File: config.mk
export PLATFORM = sky130hd
export DESIGN_NAME = cpr_regs
export DESIGN_NICKNAME = d
export VERILOG_FILES = /design/src/verilog/cpr_pkg.sv /design/src/verilog/cpr_regs.sv
export SDC_FILE = /design/constraint.sdc
export NUM_CORES = 1
export LEC_CHECK = 0
export BUFFER_PORTS_ARGS = -buffer_cell sky130_fd_sc_hd__buf_2
export CELL_PAD_IN_SITES_DETAIL_PLACEMENT = 1
export CELL_PAD_IN_SITES_GLOBAL_PLACEMENT = 1
export CORE_MARGIN = 4
export CORE_UTILIZATION = 25
export CTS_CLUSTER_SIZE = 40
export DETAILED_ROUTE_END_ITERATION = 10
export GPL_TIMING_DRIVEN = 0
export PLACE_DENSITY_LB_ADDON = 0.3
export SYNTH_ARGS = -nofsm -noshare
export SYNTH_HDL_FRONTEND = slang
export SYNTH_SLANG_ARGS = --single-unit
File: constraint.sdc
create_clock -name pclk -period 10.8 [get_ports pclk]
set_input_delay 1.08 -clock pclk [delete_from_list [all_inputs] [get_ports pclk]]
set_output_delay 1.08 -clock pclk [all_outputs]
set_load 0.01 [all_outputs]
File: src/verilog/cpr_pkg.sv
// Constants, encodings and carriers for the processor register set.
// How it works
// - Working register feeds ALU, survives reset
// - Reset clears upper pointer byte, keeps low
// - Indexed accesses use upper:low pointer pair
// - Some ops touch only the low pointer byte
// - Stack pointer addresses next free stack slot
// - Reset loads stack pointer with 0x00FF
// - Stack adjust adds sign-extended immediate
// - Stack low reload changes low byte only
// - Program counter advances one per fetch
// - Jumps and branches load new address
// - Reset loads counter from top vector bytes
// - Flag bits 6 and 5 always read one
// - Overflow flag tracks signed overflow, signed branches
// - Nibble carry from bit 3 on adds
// - Decimal adjust corrects sums using flags
// - Mask flag blocks maskable interrupts
// - Mask set after stacking, before handler
// - No interrupt right after unmasking instruction
// - Sign flag follows result top bit
// - Zero flag set on all-zero result
// - Carry flag on carry, borrow, shifts, tests
// - Interrupt pushes pcl, pch, low, work, flags
package cpr_pkg;

  // Flag positions
  localparam int unsigned F_V = 7;
  localparam int unsigned F_H = 4;
  localparam int unsigned F_I = 3;
  localparam int unsigned F_N = 2;
  localparam int unsigned F_Z = 1;
  localparam int unsigned F_C = 0;
  localparam logic [7:0] CCR_ONES = 8'h60;
  localparam logic [7:0] CCR_RST = 8'h68;
  localparam logic [7:0] FM_NONE = 8'h00;
  localparam logic [7:0] FM_C = 8'h01;
  localparam logic [7:0] FM_I = 8'h08;
  localparam logic [7:0] FM_NZC = 8'h07;
  localparam logic [7:0] FM_VNZ = 8'h86;
  localparam logic [7:0] FM_VNZC = 8'h87;
  localparam logic [7:0] FM_ARITH = 8'h97;
  localparam logic [7:0] FM_ALL = 8'hff;

  // Reset values and vectors
  localparam logic [7:0] HI_RST = 8'h00;
  localparam logic [15:0] SP_RST = 16'h00ff;
  localparam logic [7:0] SP_LOW_RELOAD = 8'hff;
  localparam logic [15:0] VEC_HI_ADDR = 16'hfffe;
  localparam logic [15:0] VEC_LO_ADDR = 16'hffff;
  localparam logic [2:0] PUSH_LAST = 3'h4;

  // Register window on the bus
  localparam logic [11:0] RA_WORK = 12'h000;
  localparam logic [11:0] RA_PHI = 12'h004;
  localparam logic [11:0] RA_PLO = 12'h008;
  localparam logic [11:0] RA_SP = 12'h00c;
  localparam logic [11:0] RA_PC = 12'h010;
  localparam logic [11:0] RA_CCR = 12'h014;
  localparam logic [11:0] RA_STAT = 12'h018;

  typedef enum logic [5:0] {
    OP_NOP, OP_ADD, OP_ADC, OP_SUB, OP_SBC, OP_CMP, OP_AND, OP_ORA, OP_EOR,
    OP_LDA, OP_STA, OP_LDX, OP_STX, OP_LDHX, OP_CLRX, OP_INCX, OP_DECX,
    OP_COMX, OP_NEGX, OP_LSLX, OP_LSRX, OP_ROLX, OP_RORX, OP_DAA, OP_TAP,
    OP_TPA, OP_TAX, OP_TXA, OP_SEI, OP_CLI, OP_BITTST, OP_FETCH, OP_JUMP,
    OP_BRA, OP_BLT, OP_BGE, OP_AIS, OP_RSP, OP_IRQ
  } cpr_op_t;

  typedef enum logic [3:0] {
    ST_VEC_HI = 4'h1,
    ST_VEC_LO = 4'h2,
    ST_RUN = 4'h4,
    ST_STACK = 4'h8
  } cpr_state_t;

  typedef struct packed {
    cpr_op_t code;
    logic [7:0] opd8;
    logic [15:0] opd16;
  } cpr_req_t;

  typedef struct packed {
    logic valid;
    logic [15:0] addr;
    logic [7:0] data;
  } cpr_push_t;

endpackage

File: src/verilog/cpr_regs.sv
// Processor programmer-visible register set with stacking, vector load and APB view.
`timescale 1ns/10ps
module cpr_regs
  import cpr_pkg::*;
(
  // Clock and reset
  input wire logic pclk,
  input wire logic presetn,
  // APB register view
  input wire logic psel,
  input wire logic penable,
  input wire logic pwrite,
  input wire logic [11:0] paddr,
  input wire logic [31:0] pwdata,
  output logic [31:0] prdata,
  output logic pready,
  output logic pslverr,
  // Operation requests from the core sequencer
  input wire logic op_valid,
  input wire cpr_req_t op_req,
  output logic op_ready,
  input wire logic insn_boundary,
  // Vector read port
  output logic vec_rd_req,
  output logic [15:0] vec_rd_addr,
  input wire logic vec_rd_valid,
  input wire logic [7:0] vec_rd_data,
  // Stack write port
  output cpr_push_t push,
  // Register contents
  output logic [7:0] working_register,
  output logic [15:0] index_pointer,
  output logic [15:0] stack_pointer,
  output logic [15:0] program_counter,
  output logic [7:0] condition_code_reg,
  output logic irq_allowed
);

  ////////////////////////////////////////////////////////////////////////
  logic [7:0] work_r;
  logic [7:0] plo_r;
  logic [7:0] phi_r;
  logic [15:0] sp_r;
  logic [15:0] pc_r;
  logic [7:0] ccr_r;
  logic shadow_r;
  logic irq_ok_r;
  cpr_state_t state_r;
  cpr_state_t state_nxt;
  logic [2:0] push_cnt_r;
  cpr_push_t push_r;
  logic [31:0] prdata_r;
  logic pready_r;
  logic pslverr_r;

  logic run_op;
  logic bus_wr;
  logic [8:0] sum9;
  logic [8:0] dif9;
  logic cin;
  logic [7:0] r8;
  logic [15:0] r16;
  logic wide;
  logic nz_from_res;
  logic [7:0] fv;
  logic [7:0] fm;
  logic a_wr;
  logic x_wr;
  logic hx_wr;
  logic [7:0] ccr_nxt;
  logic shadow_nxt;
  logic [7:0] daa_corr;
  logic daa_c;
  logic br_take;

  assign run_op = op_valid && (state_r == ST_RUN);
  assign bus_wr = psel && penable && pready_r && pwrite && !pslverr_r;
  assign cin = (op_req.code == OP_ADC || op_req.code == OP_SBC) ? ccr_r[F_C] : 1'b0;
  assign sum9 = {1'b0, work_r} + {1'b0, op_req.opd8} + {8'h00, cin};
  assign dif9 = {1'b0, work_r} - {1'b0, op_req.opd8} - {8'h00, cin};

  ////////////////////////////////////////////////////////////////////////
  // Result and flag generation
  always_comb begin
    r8 = 8'h00;
    r16 = 16'h0000;
    wide = 1'b0;
    nz_from_res = 1'b0;
    fv = ccr_r;
    fm = FM_NONE;
    a_wr = 1'b0;
    x_wr = 1'b0;
    hx_wr = 1'b0;
    daa_corr = 8'h00;
    daa_c = 1'b0;
    case (op_req.code)
      OP_ADD, OP_ADC: begin
        r8 = sum9[7:0];
        a_wr = 1'b1;
        nz_from_res = 1'b1;
        fv[F_V] = (work_r[7] & op_req.opd8[7] & ~r8[7]) |
                  (~work_r[7] & ~op_req.opd8[7] & r8[7]);
        fv[F_H] = (work_r[3] & op_req.opd8[3]) | (op_req.opd8[3] & ~r8[3]) |
                  (~r8[3] & work_r[3]);
        fv[F_C] = sum9[8];
        fm = FM_ARITH;
      end
      OP_SUB, OP_SBC, OP_CMP: begin
        r8 = dif9[7:0];
        a_wr = (op_req.code != OP_CMP);
        nz_from_res = 1'b1;
        fv[F_V] = (work_r[7] & ~op_req.opd8[7] & ~r8[7]) |
                  (~work_r[7] & op_req.opd8[7] & r8[7]);
        fv[F_C] = dif9[8];
        fm = FM_VNZC;
      end
      OP_AND, OP_ORA, OP_EOR, OP_LDA: begin
        case (op_req.code)
          OP_AND: r8 = work_r & op_req.opd8;
          OP_ORA: r8 = work_r | op_req.opd8;
          OP_EOR: r8 = work_r ^ op_req.opd8;
          default: r8 = op_req.opd8;
        endcase
        a_wr = 1'b1;
        nz_from_res = 1'b1;
        fv[F_V] = 1'b0;
        fm = FM_VNZ;
      end
      OP_STA, OP_STX, OP_LDX: begin
        // Stores only touch flags; the core drives memory
        r8 = (op_req.code == OP_STA) ? work_r :
             (op_req.code == OP_STX) ? plo_r : op_req.opd8;
        x_wr = (op_req.code == OP_LDX);
        nz_from_res = 1'b1;
        fv[F_V] = 1'b0;
        fm = FM_VNZ;
      end
      OP_LDHX: begin
        r16 = op_req.opd16;
        wide = 1'b1;
        hx_wr = 1'b1;
        nz_from_res = 1'b1;
        fv[F_V] = 1'b0;
        fm = FM_VNZ;
      end
      OP_CLRX, OP_INCX, OP_DECX, OP_COMX, OP_NEGX, OP_LSLX, OP_LSRX,
      OP_ROLX, OP_RORX: begin
        x_wr = 1'b1;
        nz_from_res = 1'b1;
        fm = FM_VNZC;
        case (op_req.code)
          OP_CLRX: begin
            r8 = 8'h00;
            fv[F_V] = 1'b0;
            fm = FM_VNZ;
          end
          OP_INCX: begin
            r8 = plo_r + 8'h01;
            fv[F_V] = (plo_r == 8'h7f);
            fm = FM_VNZ;
          end
          OP_DECX: begin
            r8 = plo_r - 8'h01;
            fv[F_V] = (plo_r == 8'h80);
            fm = FM_VNZ;
          end
          OP_COMX: begin
            r8 = ~plo_r;
            fv[F_V] = 1'b0;
            fv[F_C] = 1'b1;
          end
          OP_NEGX: begin
            r8 = 8'h00 - plo_r;
            fv[F_V] = (plo_r == 8'h80);
            fv[F_C] = (plo_r != 8'h00);
          end
          OP_LSLX: begin
            r8 = {plo_r[6:0], 1'b0};
            fv[F_C] = plo_r[7];
            fv[F_V] = r8[7] ^ plo_r[7];
          end
          OP_LSRX: begin
            r8 = {1'b0, plo_r[7:1]};
            fv[F_C] = plo_r[0];
            fv[F_V] = plo_r[0];
          end
          OP_ROLX: begin
            r8 = {plo_r[6:0], ccr_r[F_C]};
            fv[F_C] = plo_r[7];
            fv[F_V] = r8[7] ^ plo_r[7];
          end
          default: begin
            r8 = {ccr_r[F_C], plo_r[7:1]};
            fv[F_C] = plo_r[0];
            fv[F_V] = ccr_r[F_C] ^ plo_r[0];
          end
        endcase
      end
      OP_DAA: begin
        if (ccr_r[F_H] || (work_r[3:0] > 4'h9)) begin
          daa_corr[3:0] = 4'h6;
        end
        if (ccr_r[F_C] || (work_r > 8'h99)) begin
          daa_corr[7:4] = 4'h6;
          daa_c = 1'b1;
        end
        r8 = work_r + daa_corr;
        a_wr = 1'b1;
        nz_from_res = 1'b1;
        fv[F_C] = daa_c;
        fm = FM_NZC;
      end
      OP_TAP: begin
        fv = work_r;
        fm = FM_ALL;
      end
      OP_TPA: begin
        r8 = ccr_r;
        a_wr = 1'b1;
      end
      OP_TAX: begin
        r8 = work_r;
        x_wr = 1'b1;
      end
      OP_TXA: begin
        r8 = plo_r;
        a_wr = 1'b1;
      end
      OP_SEI, OP_CLI: begin
        fv[F_I] = (op_req.code == OP_SEI);
        fm = FM_I;
      end
      OP_BITTST: begin
        fv[F_C] = op_req.opd8[op_req.opd16[2:0]];
        fm = FM_C;
      end
      default: begin
        fm = FM_NONE;
      end
    endcase
    if (nz_from_res) begin
      fv[F_N] = wide ? r16[15] : r8[7];
      fv[F_Z] = wide ? (r16 == 16'h0000) : (r8 == 8'h00);
    end
  end

  ////////////////////////////////////////////////////////////////////////
  // Condition codes and interrupt gating
  always_comb begin
    ccr_nxt = ccr_r;
    shadow_nxt = shadow_r;
    if (insn_boundary) begin
      shadow_nxt = 1'b0;
    end
    if (state_r == ST_STACK && push_cnt_r == PUSH_LAST) begin
      ccr_nxt[F_I] = 1'b1;
    end else if (run_op) begin
      ccr_nxt = (ccr_r & ~fm) | (fv & fm);
      if (ccr_r[F_I] && !ccr_nxt[F_I]) begin
        shadow_nxt = 1'b1;
      end
    end else if (bus_wr && paddr == RA_CCR) begin
      ccr_nxt = pwdata[7:0];
    end
    ccr_nxt = ccr_nxt | CCR_ONES;
  end

  always_ff @(posedge pclk or negedge presetn) begin
    if (!presetn) begin
      ccr_r <= CCR_RST;
      shadow_r <= 1'b0;
      irq_ok_r <= 1'b0;
    end else begin
      ccr_r <= ccr_nxt;
      shadow_r <= shadow_nxt;
      // Gated from next values so a set mask never leaks a cycle
      irq_ok_r <= !ccr_nxt[F_I] && !shadow_nxt && (state_nxt == ST_RUN);
    end
  end

  ////////////////////////////////////////////////////////////////////////
  // Working register and low pointer byte have no reset on purpose
  always_ff @(posedge pclk) begin
    if (run_op && a_wr) begin
      work_r <= r8;
    end else if (bus_wr && paddr == RA_WORK) begin
      work_r <= pwdata[7:0];
    end
  end

  always_ff @(posedge pclk) begin
    if (run_op && hx_wr) begin
      plo_r <= r16[7:0];
    end else if (run_op && x_wr) begin
      plo_r <= r8;
    end else if (bus_wr && paddr == RA_PLO) begin
      plo_r <= pwdata[7:0];
    end
  end

  always_ff @(posedge pclk or negedge presetn) begin
    if (!presetn) begin
      phi_r <= HI_RST;
    end else if (run_op && hx_wr) begin
      phi_r <= r16[15:8];
    end else if (bus_wr && paddr == RA_PHI) begin
      phi_r <= pwdata[7:0];
    end
  end

  ////////////////////////////////////////////////////////////////////////
  // Sequencer: vector load after reset, interrupt stacking
  always_comb begin
    state_nxt = state_r;
    case (state_r)
      ST_VEC_HI: if (vec_rd_valid) state_nxt = ST_VEC_LO;
      ST_VEC_LO: if (vec_rd_valid) state_nxt = ST_RUN;
      ST_RUN: if (run_op && op_req.code == OP_IRQ) state_nxt = ST_STACK;
      ST_STACK: if (push_cnt_r == PUSH_LAST) state_nxt = ST_RUN;
      default: state_nxt = ST_VEC_HI;
    endcase
  end

  always_ff @(posedge pclk or negedge presetn) begin
    if (!presetn) begin
      state_r <= ST_VEC_HI;
      push_cnt_r <= 3'h0;
    end else begin
      state_r <= state_nxt;
      push_cnt_r <= (state_r == ST_STACK) ? push_cnt_r + 3'h1 : 3'h0;
    end
  end

  always_ff @(posedge pclk or negedge presetn) begin
    if (!presetn) begin
      push_r <= '0;
    end else if (state_r == ST_STACK) begin
      push_r.valid <= 1'b1;
      push_r.addr <= sp_r;
      case (push_cnt_r)
        3'h0: push_r.data <= pc_r[7:0];
        3'h1: push_r.data <= pc_r[15:8];
        3'h2: push_r.data <= plo_r;
        3'h3: push_r.data <= work_r;
        default: push_r.data <= ccr_r;
      endcase
    end else begin
      push_r.valid <= 1'b0;
    end
  end

  ////////////////////////////////////////////////////////////////////////
  // Stack pointer
  always_ff @(posedge pclk or negedge presetn) begin
    if (!presetn) begin
      sp_r <= SP_RST;
    end else if (state_r == ST_STACK) begin
      sp_r <= sp_r - 16'h0001;
    end else if (run_op && op_req.code == OP_AIS) begin
      sp_r <= sp_r + {{8{op_req.opd8[7]}}, op_req.opd8};
    end else if (run_op && op_req.code == OP_RSP) begin
      sp_r[7:0] <= SP_LOW_RELOAD;
    end else if (bus_wr && paddr == RA_SP) begin
      sp_r <= pwdata[15:0];
    end
  end

  ////////////////////////////////////////////////////////////////////////
  // Program counter
  always_comb begin
    case (op_req.code)
      OP_BRA: br_take = 1'b1;
      OP_BLT: br_take = ccr_r[F_N] ^ ccr_r[F_V];
      OP_BGE: br_take = !(ccr_r[F_N] ^ ccr_r[F_V]);
      default: br_take = 1'b0;
    endcase
  end

  always_ff @(posedge pclk or negedge presetn) begin
    if (!presetn) begin
      pc_r <= 16'h0000;
    end else if (state_r == ST_VEC_HI && vec_rd_valid) begin
      pc_r[15:8] <= vec_rd_data;
    end else if (state_r == ST_VEC_LO && vec_rd_valid) begin
      pc_r[7:0] <= vec_rd_data;
    end else if (run_op && op_req.code == OP_FETCH) begin
      pc_r <= pc_r + 16'h0001;
    end else if (run_op && op_req.code == OP_JUMP) begin
      pc_r <= op_req.opd16;
    end else if (run_op && br_take) begin
      pc_r <= pc_r + {{8{op_req.opd8[7]}}, op_req.opd8};
    end else if (bus_wr && paddr == RA_PC) begin
      pc_r <= pwdata[15:0];
    end
  end

  ////////////////////////////////////////////////////////////////////////
  // APB slave: one wait-free access cycle, unmapped offsets flag an error
  always_ff @(posedge pclk or negedge presetn) begin
    if (!presetn) begin
      pready_r <= 1'b0;
      pslverr_r <= 1'b0;
      prdata_r <= 32'h0000_0000;
    end else begin
      pready_r <= psel && !penable;
      pslverr_r <= psel && !penable && (paddr > RA_STAT || paddr[1:0] != 2'b00);
      prdata_r <= 32'h0000_0000;
      if (psel && !penable && !pwrite) begin
        case (paddr)
          RA_WORK: prdata_r <= {24'h000000, work_r};
          RA_PHI: prdata_r <= {24'h000000, phi_r};
          RA_PLO: prdata_r <= {24'h000000, plo_r};
          RA_SP: prdata_r <= {16'h0000, sp_r};
          RA_PC: prdata_r <= {16'h0000, pc_r};
          RA_CCR: prdata_r <= {24'h000000, ccr_r};
          RA_STAT: prdata_r <= {26'h0, irq_ok_r, shadow_r, state_r};
          default: prdata_r <= 32'h0000_0000;
        endcase
      end
    end
  end

  ////////////////////////////////////////////////////////////////////////
  assign prdata = prdata_r;
  assign pready = pready_r;
  assign pslverr = pslverr_r;
  assign op_ready = (state_r == ST_RUN);
  assign vec_rd_req = (state_r == ST_VEC_HI) || (state_r == ST_VEC_LO);
  assign vec_rd_addr = (state_r == ST_VEC_LO) ? VEC_LO_ADDR : VEC_HI_ADDR;
  assign push = push_r;
  assign working_register = work_r;
  assign index_pointer = {phi_r, plo_r};
  assign stack_pointer = sp_r;
  assign program_counter = pc_r;
  assign condition_code_reg = ccr_r;
  assign irq_allowed = irq_ok_r;

endmodule

==> metrics.yaml, run 1 <==
synth.distinct_cells: 93
synthTopCellsByArea: "dfrtp_1 (19%), ha_1 (8.3%), nand2_1 (5.8%), edfxtp_1 (4.2%), o21ai_0 (4.1%)"
io_pins: 232
reg2reg_slack_ns: 5.99
ys_top_cells_by_count: "nand2_1 (175), nor2_1 (109), o21ai_0 (93)"
clk_latency_ns: 0.44
gp_congestion: 0.965
worstSetupPathType: "in2reg"
path_max_fanout: 10
switching_share_pct: 40.4
vias_per_cell: 5.73
worstPathArrival_ns: 5.58
cts_buffer_depth: 2
postSynthAreaPerCell_um2: 7.98
synth_compound_area_share_pct: 27.2
die_width_um: 221
p_leak_uw: 0.00592
required_ns: 10.95
die_area_um2: 48800
setup_tns_ns: 0
final-hold-violation-count: 0
routed_wirelength_um: 60100
finalSetupViolations: 0
clk_pin_slew_ns: 0.06
skew_ns: 0.0124
timing.rr.end: "plo_r[7]"
vias: 12900
fp-row-count: 77
whs_endpoint: "push[10]"
wl_per_cell_um: 26.6
ant_nets: 0
p_seq_share_pct: 32.2
core-area_um2: 44500
drv_cap: 1
yosysTopAreaCell: "dfrtp_1"
syn-cell-area_um2: 11300
die_y_um: 221
synth_seq_area_share_pct: 26.0
grt_max_degree: 62
htreeDepth: 4
grt_use_met1_pct: 30.9
worst-slew-pin-transition_ns: 1.47
grt_util_met3_pct: 4.00
report.final.slew_viol_count: 0
overflow: 0
synthSimpleGateAreaFrac_pct: 21.7
ff2ff_path_depth: 13
portBuffers: 179
ys_warn_count: 0
synth_enable_flop_cells: 16
postCtsHoldBufs: 0
status: "finished with violations"
met2_usage_pct: 40.1
final_layout_size_suffix_gt1_share_pct: 18.7
cts_resized: 0
violations: "capacitance limit"
finalWorstSetupSlack_ns: 5.38
netlist.area_leader.share_pct: 19.4
cts.sinks: 114
power.density_nw_per_um2: 134
grt_pass1_wl_um: 89100
hold_depth: 2
synth_flop_cell: "dfrtp_1"
pwr-share-clk_pct: 31.4
share_comb_of_total_power_pct: 36.3
cts_tree: "built"
critPathLaunchType: "primary input"
cts_buffers: 17
hold_class: "reg2reg"
drt-pass1-iter-count: 6
synthMuxAreaShare_pct: 2.04
fin_util_pct: 30.8
power.switching_uw: 743
antenna_found_initial: 1
initial_utilization_pct: 25.5
grt.total_usage_pct: 23.8
fmax_ghz: 0.184
rsz0062_at_grt: "no"
timing.final.crit_share_pct: 50.2
slew_headroom_pct: 0.834
clock-root-buffer: "clkbuf_16"
post-cts-setup-buffers: 0
yosysMostFrequentCell: "nand2_1"
grt_pass1_vias: 13300
finalCriticalPeriod_ns: 5.42
grt_busiest_layer: "met2"
dr.first_iter.drc_count: 1083
synth_xor_area_share_pct: 5.25
dp_hpwl_um: 47400
synthArstFlopShare_pct: 86.0
synth_top_family_by_area: "compound AO/OA/AOI/OAI gates"
place_ws_ns: 4.93
nets: 1825
setup.worst_path.end_class: "flop"
drc_errors: 0
ir_drop_uv: 110
p_int_uw: 1100
stdcell_count: 2258
placedCellCount: 2225
largest_reg_flops: 25
synth_seq_cells: 114
syn_to_final_growth_pct: 21.0
synth_cells: 1421
holdCritStartpoint: "push[10]"
synthAdderAreaFrac_pct: 9.68
==> cells by family after synthesis <==
| kind of cell | after synthesis |
|---|---|
| simple gates | 498 |
| compound gates | 453 |
| buf+inv | 183 |
| flops | 114 |
| fa+ha+maj | 83 |
| xor+xnor | 68 |
| mux | 20 |
| other cells | 2 |
==> metrics by stage <==
stage                     hold slack, ns  area (µm²)  power (µW)
after floorplan                    0.460       11500         972
after global placement             0.461       13100        1240
after detailed placement           0.463       13100        1260
after CTS                          0.478       13700        1840
after global routing               0.508       13700        1940
final                              0.474       13700        1840
==> metal layers <==
| layer | routed length [µm] | up-vias |
|---|---|---|
| met5 | 0 | - |
| met4 | 2000 | 0 |
| met3 | 4410 | 108 |
| met2 | 28600 | 569 |
| met1 | 25100 | 6555 |
| li1 | - | 5699 |
==> power groups by stage <==
stage | sequential, µW | combinational (µW) | clock [µW]
floorplan | 554 | 419 | 0
finish | 593 | 668 | 578
detailed placement | 597 | 662 | 0
CTS | 589 | 666 | 586
global placement | 595 | 641 | 0
global route | 594 | 737 | 606
==> cells in the final DEF (no fill, tap or decap), types with 12 or more instances in the layout <==
cell type	instances
buf_2	195
nor2_1	109
clkbuf_1	59
nor4_1	18
a31oi_1	24
a21oi_1	89
nor2b_1	16
nand2_1	175
o211ai_1	12
inv_1	62
dfrtp_1	88
o22ai_1	17
nor3_1	34
buf_4	37
xor2_1	17
and3_1	15
xnor2_1	51
nand2b_1	19
edfxtp_1	16
nand3_1	29
a222oi_1	22
ha_1	75
o21ai_0	93
mux2i_1	13
clkbuf_16	18
a21o_1	13
a221oi_1	20
a22oi_1	39
conb_1	33
==> worst max-delay path: stages <==
cell and delay [ns]:
clkbuf_1 0.21, clkbuf_1 0.30, clkbuf_1 0.33, nand2b_1 0.25, or4_1 0.62, fa_1 0.45
ha_1 0.31, a211oi_1 0.37, o21ai_0 0.15, a21o_1 0.17, a21oi_1 0.21, xor2_1 0.32
o2111ai_1 0.14, a21oi_1 0.52, o21ai_0 0.14
==> how the worst max path moves through the flow <==
stage	cells after the start	from	to
floorplan	15	op_req[29]	flop
global placement	15	op_req[29]	flop
detailed placement	15	op_req[29]	flop
CTS	15	op_req[29]	flop
global route	15	op_req[29]	flop
finish	15	op_req[29]	plo_r[7]
==> area by class of cell <==
cell class              instances  area [µm²]
flip-flops and latches        114        2950
clock buffers                  22         475
multi-input cells            1155        7620
clock inverters                10         106
repair buffers                181         931
plain buffers                 120         673
well taps                     592         741
diodes                          1        2.50
fillers                      5444       30800
inverters                      63         236
No activity file was read; power rests on OpenSTA's default activity.
==> inputs of run 2 (changes only) <==
--- a/config.mk
+++ b/config.mk
@@ -5,6 +5,7 @@
 export SDC_FILE = /design/constraint.sdc
 export NUM_CORES = 1
 export LEC_CHECK = 0
+export ABC_AREA = 1
 export BUFFER_PORTS_ARGS = -buffer_cell sky130_fd_sc_hd__buf_2
 export CELL_PAD_IN_SITES_DETAIL_PLACEMENT = 1
 export CELL_PAD_IN_SITES_GLOBAL_PLACEMENT = 1
==> constraint.sdc (replaced) <==
create_clock -name pclk -period 5.4 [get_ports pclk]
set_input_delay 0.54 -clock pclk [delete_from_list [all_inputs] [get_ports pclk]]
set_output_delay 0.54 -clock pclk [all_outputs]
set_load 0.01 [all_outputs]
==> metrics.yaml, run 2 <==
status: "finished, final reports clean"
multi_input_area_um2: 7400
vias_per_cell: 5.34
wl_met2_um: 28900
pwr-share-clk_pct: 30.4
worst-slew-pin-transition_ns: 1.31
crit_chain: "clkbuf_1, inv_1, ha_1, a21oi_1, o21ai_0, inv_1, fa_1, nor2_1, nor2_1, nand3_1, nor2_1, nand3_1, nor2_1, nand2_1, nor2_1, nand3_1, nand2_1, nand2_1, nand2_1, nand2_1, a21oi_1"
path_buf_inv: 3
placedCellCount: 2598
cts_resized: 0
synthTopCellsByArea: "dfrtp_1 (19%), nand2_1 (13%), inv_1 (8.2%), ha_1 (8.0%), o21ai_0 (6.0%)"
grt_pass1_wl_um: 92300
portBuffers: 182
synth_cells: 1784
critPathSlowestCell: "edfxtp_1"
p_int_uw: 2210
gp_congestion: 0.961
power_uw: 3980
postCtsHoldBufs: 0
regArea_um2: 2950
vias: 14100
ant_nets: 0
post-cts-setup-buffers: 0
wl_per_cell_um: 24.0
ys_top_cells_by_count: "nand2_1 (401), inv_1 (256), nor2_1 (164)"
finalCriticalPeriod_ns: 4.55
dr_wl_met3_um: 3960
syn-cell-area_um2: 11700
grt_max_degree: 62
ir_drop_uv: 206
netlist.area_leader.share_pct: 18.8
report.final.slew_viol_count: 0
power.density_nw_per_um2: 282
yosysTopAreaCell: "dfrtp_1"
clk_latency_ns: 0.44
cts_buffers: 17
io_pins: 232
slew_headroom_pct: 11.6
nets: 2191
final_common_cell: "nand2_1"
die_y_um: 224
wl_met1_um: 28000
clock-root-buffer: "clkbuf_16"
stdcell_count: 2631
finalSetupViolations: 0
fmax_ghz: 0.220
drv_cap: 0
nFillCells: 5875
share_comb_of_total_power_pct: 38.3
initial_utilization_pct: 25.6
final_cell_mix: "nand2_1 (401), inv_1 (256), buf_2 (188)"
clk_pin_slew_ns: 0.07
rsz0062_at_grt: "no"
required_ns: 5.75
grt_pass1_vias: 14100
critPathLaunchType: "flop"
timing.final.crit_share_pct: 84.2
skew_ns: 0.0163
synth_enable_flop_cells: 16
critPathTopFamily: "simple AND/OR/NAND/NOR gates"
power.switching_uw: 1770
final-hold-violation-count: 0
antennaDiodeCount: 0
fp-row-count: 78
routed_wirelength_um: 63000
path_max_fanout: 7
setup.worst_path.end_class: "flop"
dp_hpwl_um: 51600
synth_seq_cells: 114
finalWorstSetupSlack_ns: 0.852
die_area_um2: 50300
setup_tns_ns: 0
synth_flop_cell: "dfrtp_1"
die_width_um: 224
hold_class: "in2async"
postSynthAreaPerCell_um2: 6.56
worstSetupPathType: "reg2reg"
dr.first_iter.drc_count: 1297
highest_layer: "met5"
cts_buffer_depth: 2
largest_reg_flops: 25
grt.total_usage_pct: 24.1
p_seq_share_pct: 31.3
worstPathArrival_ns: 4.90
place_ws_ns: 0.974
yosysMostFrequentCell: "nand2_1"
drt-pass1-iter-count: 7
synth.distinct_cells: 63
switching_share_pct: 44.4
ys_warn_count: 0
antenna_found_initial: 2
slowest_delay_ns: 0.63
cts.sinks: 114
overflow: 0
cts_tree: "built"
core-area_um2: 45800
synth_seq_area_share_pct: 25.2
p_leak_uw: 0.00719
drc_errors: 0
synthArstFlopShare_pct: 86.0
htreeDepth: 4
syn_to_final_growth_pct: 20.7
final_layout_size_suffix_gt1_share_pct: 15.1
-- run 2: cell types whose count changed after synthesis, sizes merged, moves of 25 or more --
cell,previous run,this run
clkbuf,57,32
inv,62,266
nand2,175,403
nand3,29,121
nor2,109,172
o21ai,101,144
xnor2,51,9
-- run 2: logic make-up (layout without fill, tap and decap cells) --
| kind of cell | Yosys count | count (layout) | synth area share [%] |
|---|---|---|---|
| fa+ha+maj | 83 | 83 | 9.39 |
| simple gates | 780 | 780 | 28.4 |
| compound gates | 430 | 430 | 22.5 |
| buf+inv | 350 | 566 | 12.5 |
| xor+xnor | 25 | 25 | 1.87 |
| flops | 114 | 114 | 25.2 |
| other cells | 2 | 33 | 0.0642 |
-- run 2: power groups by stage --
| stage | Sequential (µW) | Clock (µW) | Combinational, µW |
|---|---|---|---|
| 2_1_floorplan | 1160 | 0 | 888 |
| 6_report | 1250 | 1210 | 1530 |
| 3_5_place_dp | 1260 | 0 | 1500 |
| 4_1_cts | 1240 | 1220 | 1510 |
| 3_3_place_gp | 1260 | 0 | 1460 |
| 5_1_grt | 1250 | 1260 | 1680 |
-- run 2: final cells by class --
cell class              count  area share (%)
plain buffers              76            3.08
clock buffers              17            3.01
clock inverters            15            1.30
inverters                 274            7.29
multi-input cells        1351            52.4
flip-flops and latches    114            20.9
well taps                 600            5.32
repair buffers            184            6.70
-- run 2: path summary, 6_finish.rpt --
kind	slack, ns	start	cells after the start	endpoint
worst max-delay path	0.85	working_register[1]	21	flop
worst min-delay path	0.12	presetn	1	stack_pointer[14]
worst max register to register	0.85	working_register[1]	21	flop
worst min register to register	0.47	push[0]	1	push[0]
max in group asynchronous	4.51	presetn	2	state_r[0]
min in group pclk	0.30	vec_rd_valid	2	state_r[0]
-- run 2: metrics by stage --
stage,util [%],hold slack [ns],area (µm²)
floorplan,-,0.244,11800
global placement,29.4,0.461,13500
detailed placement,29.5,0.462,13500
CTS,30.8,0.131,14100
global route,30.8,0.144,14100
finish,30.8,0.122,14100
-- run 2: metal layers --
metal,track usage [%],vias to the layer above
met4,7.08,2
met3,3.54,109
met1,32.9,6935
li1,-,6443
met2,39.8,563
met5,0,-
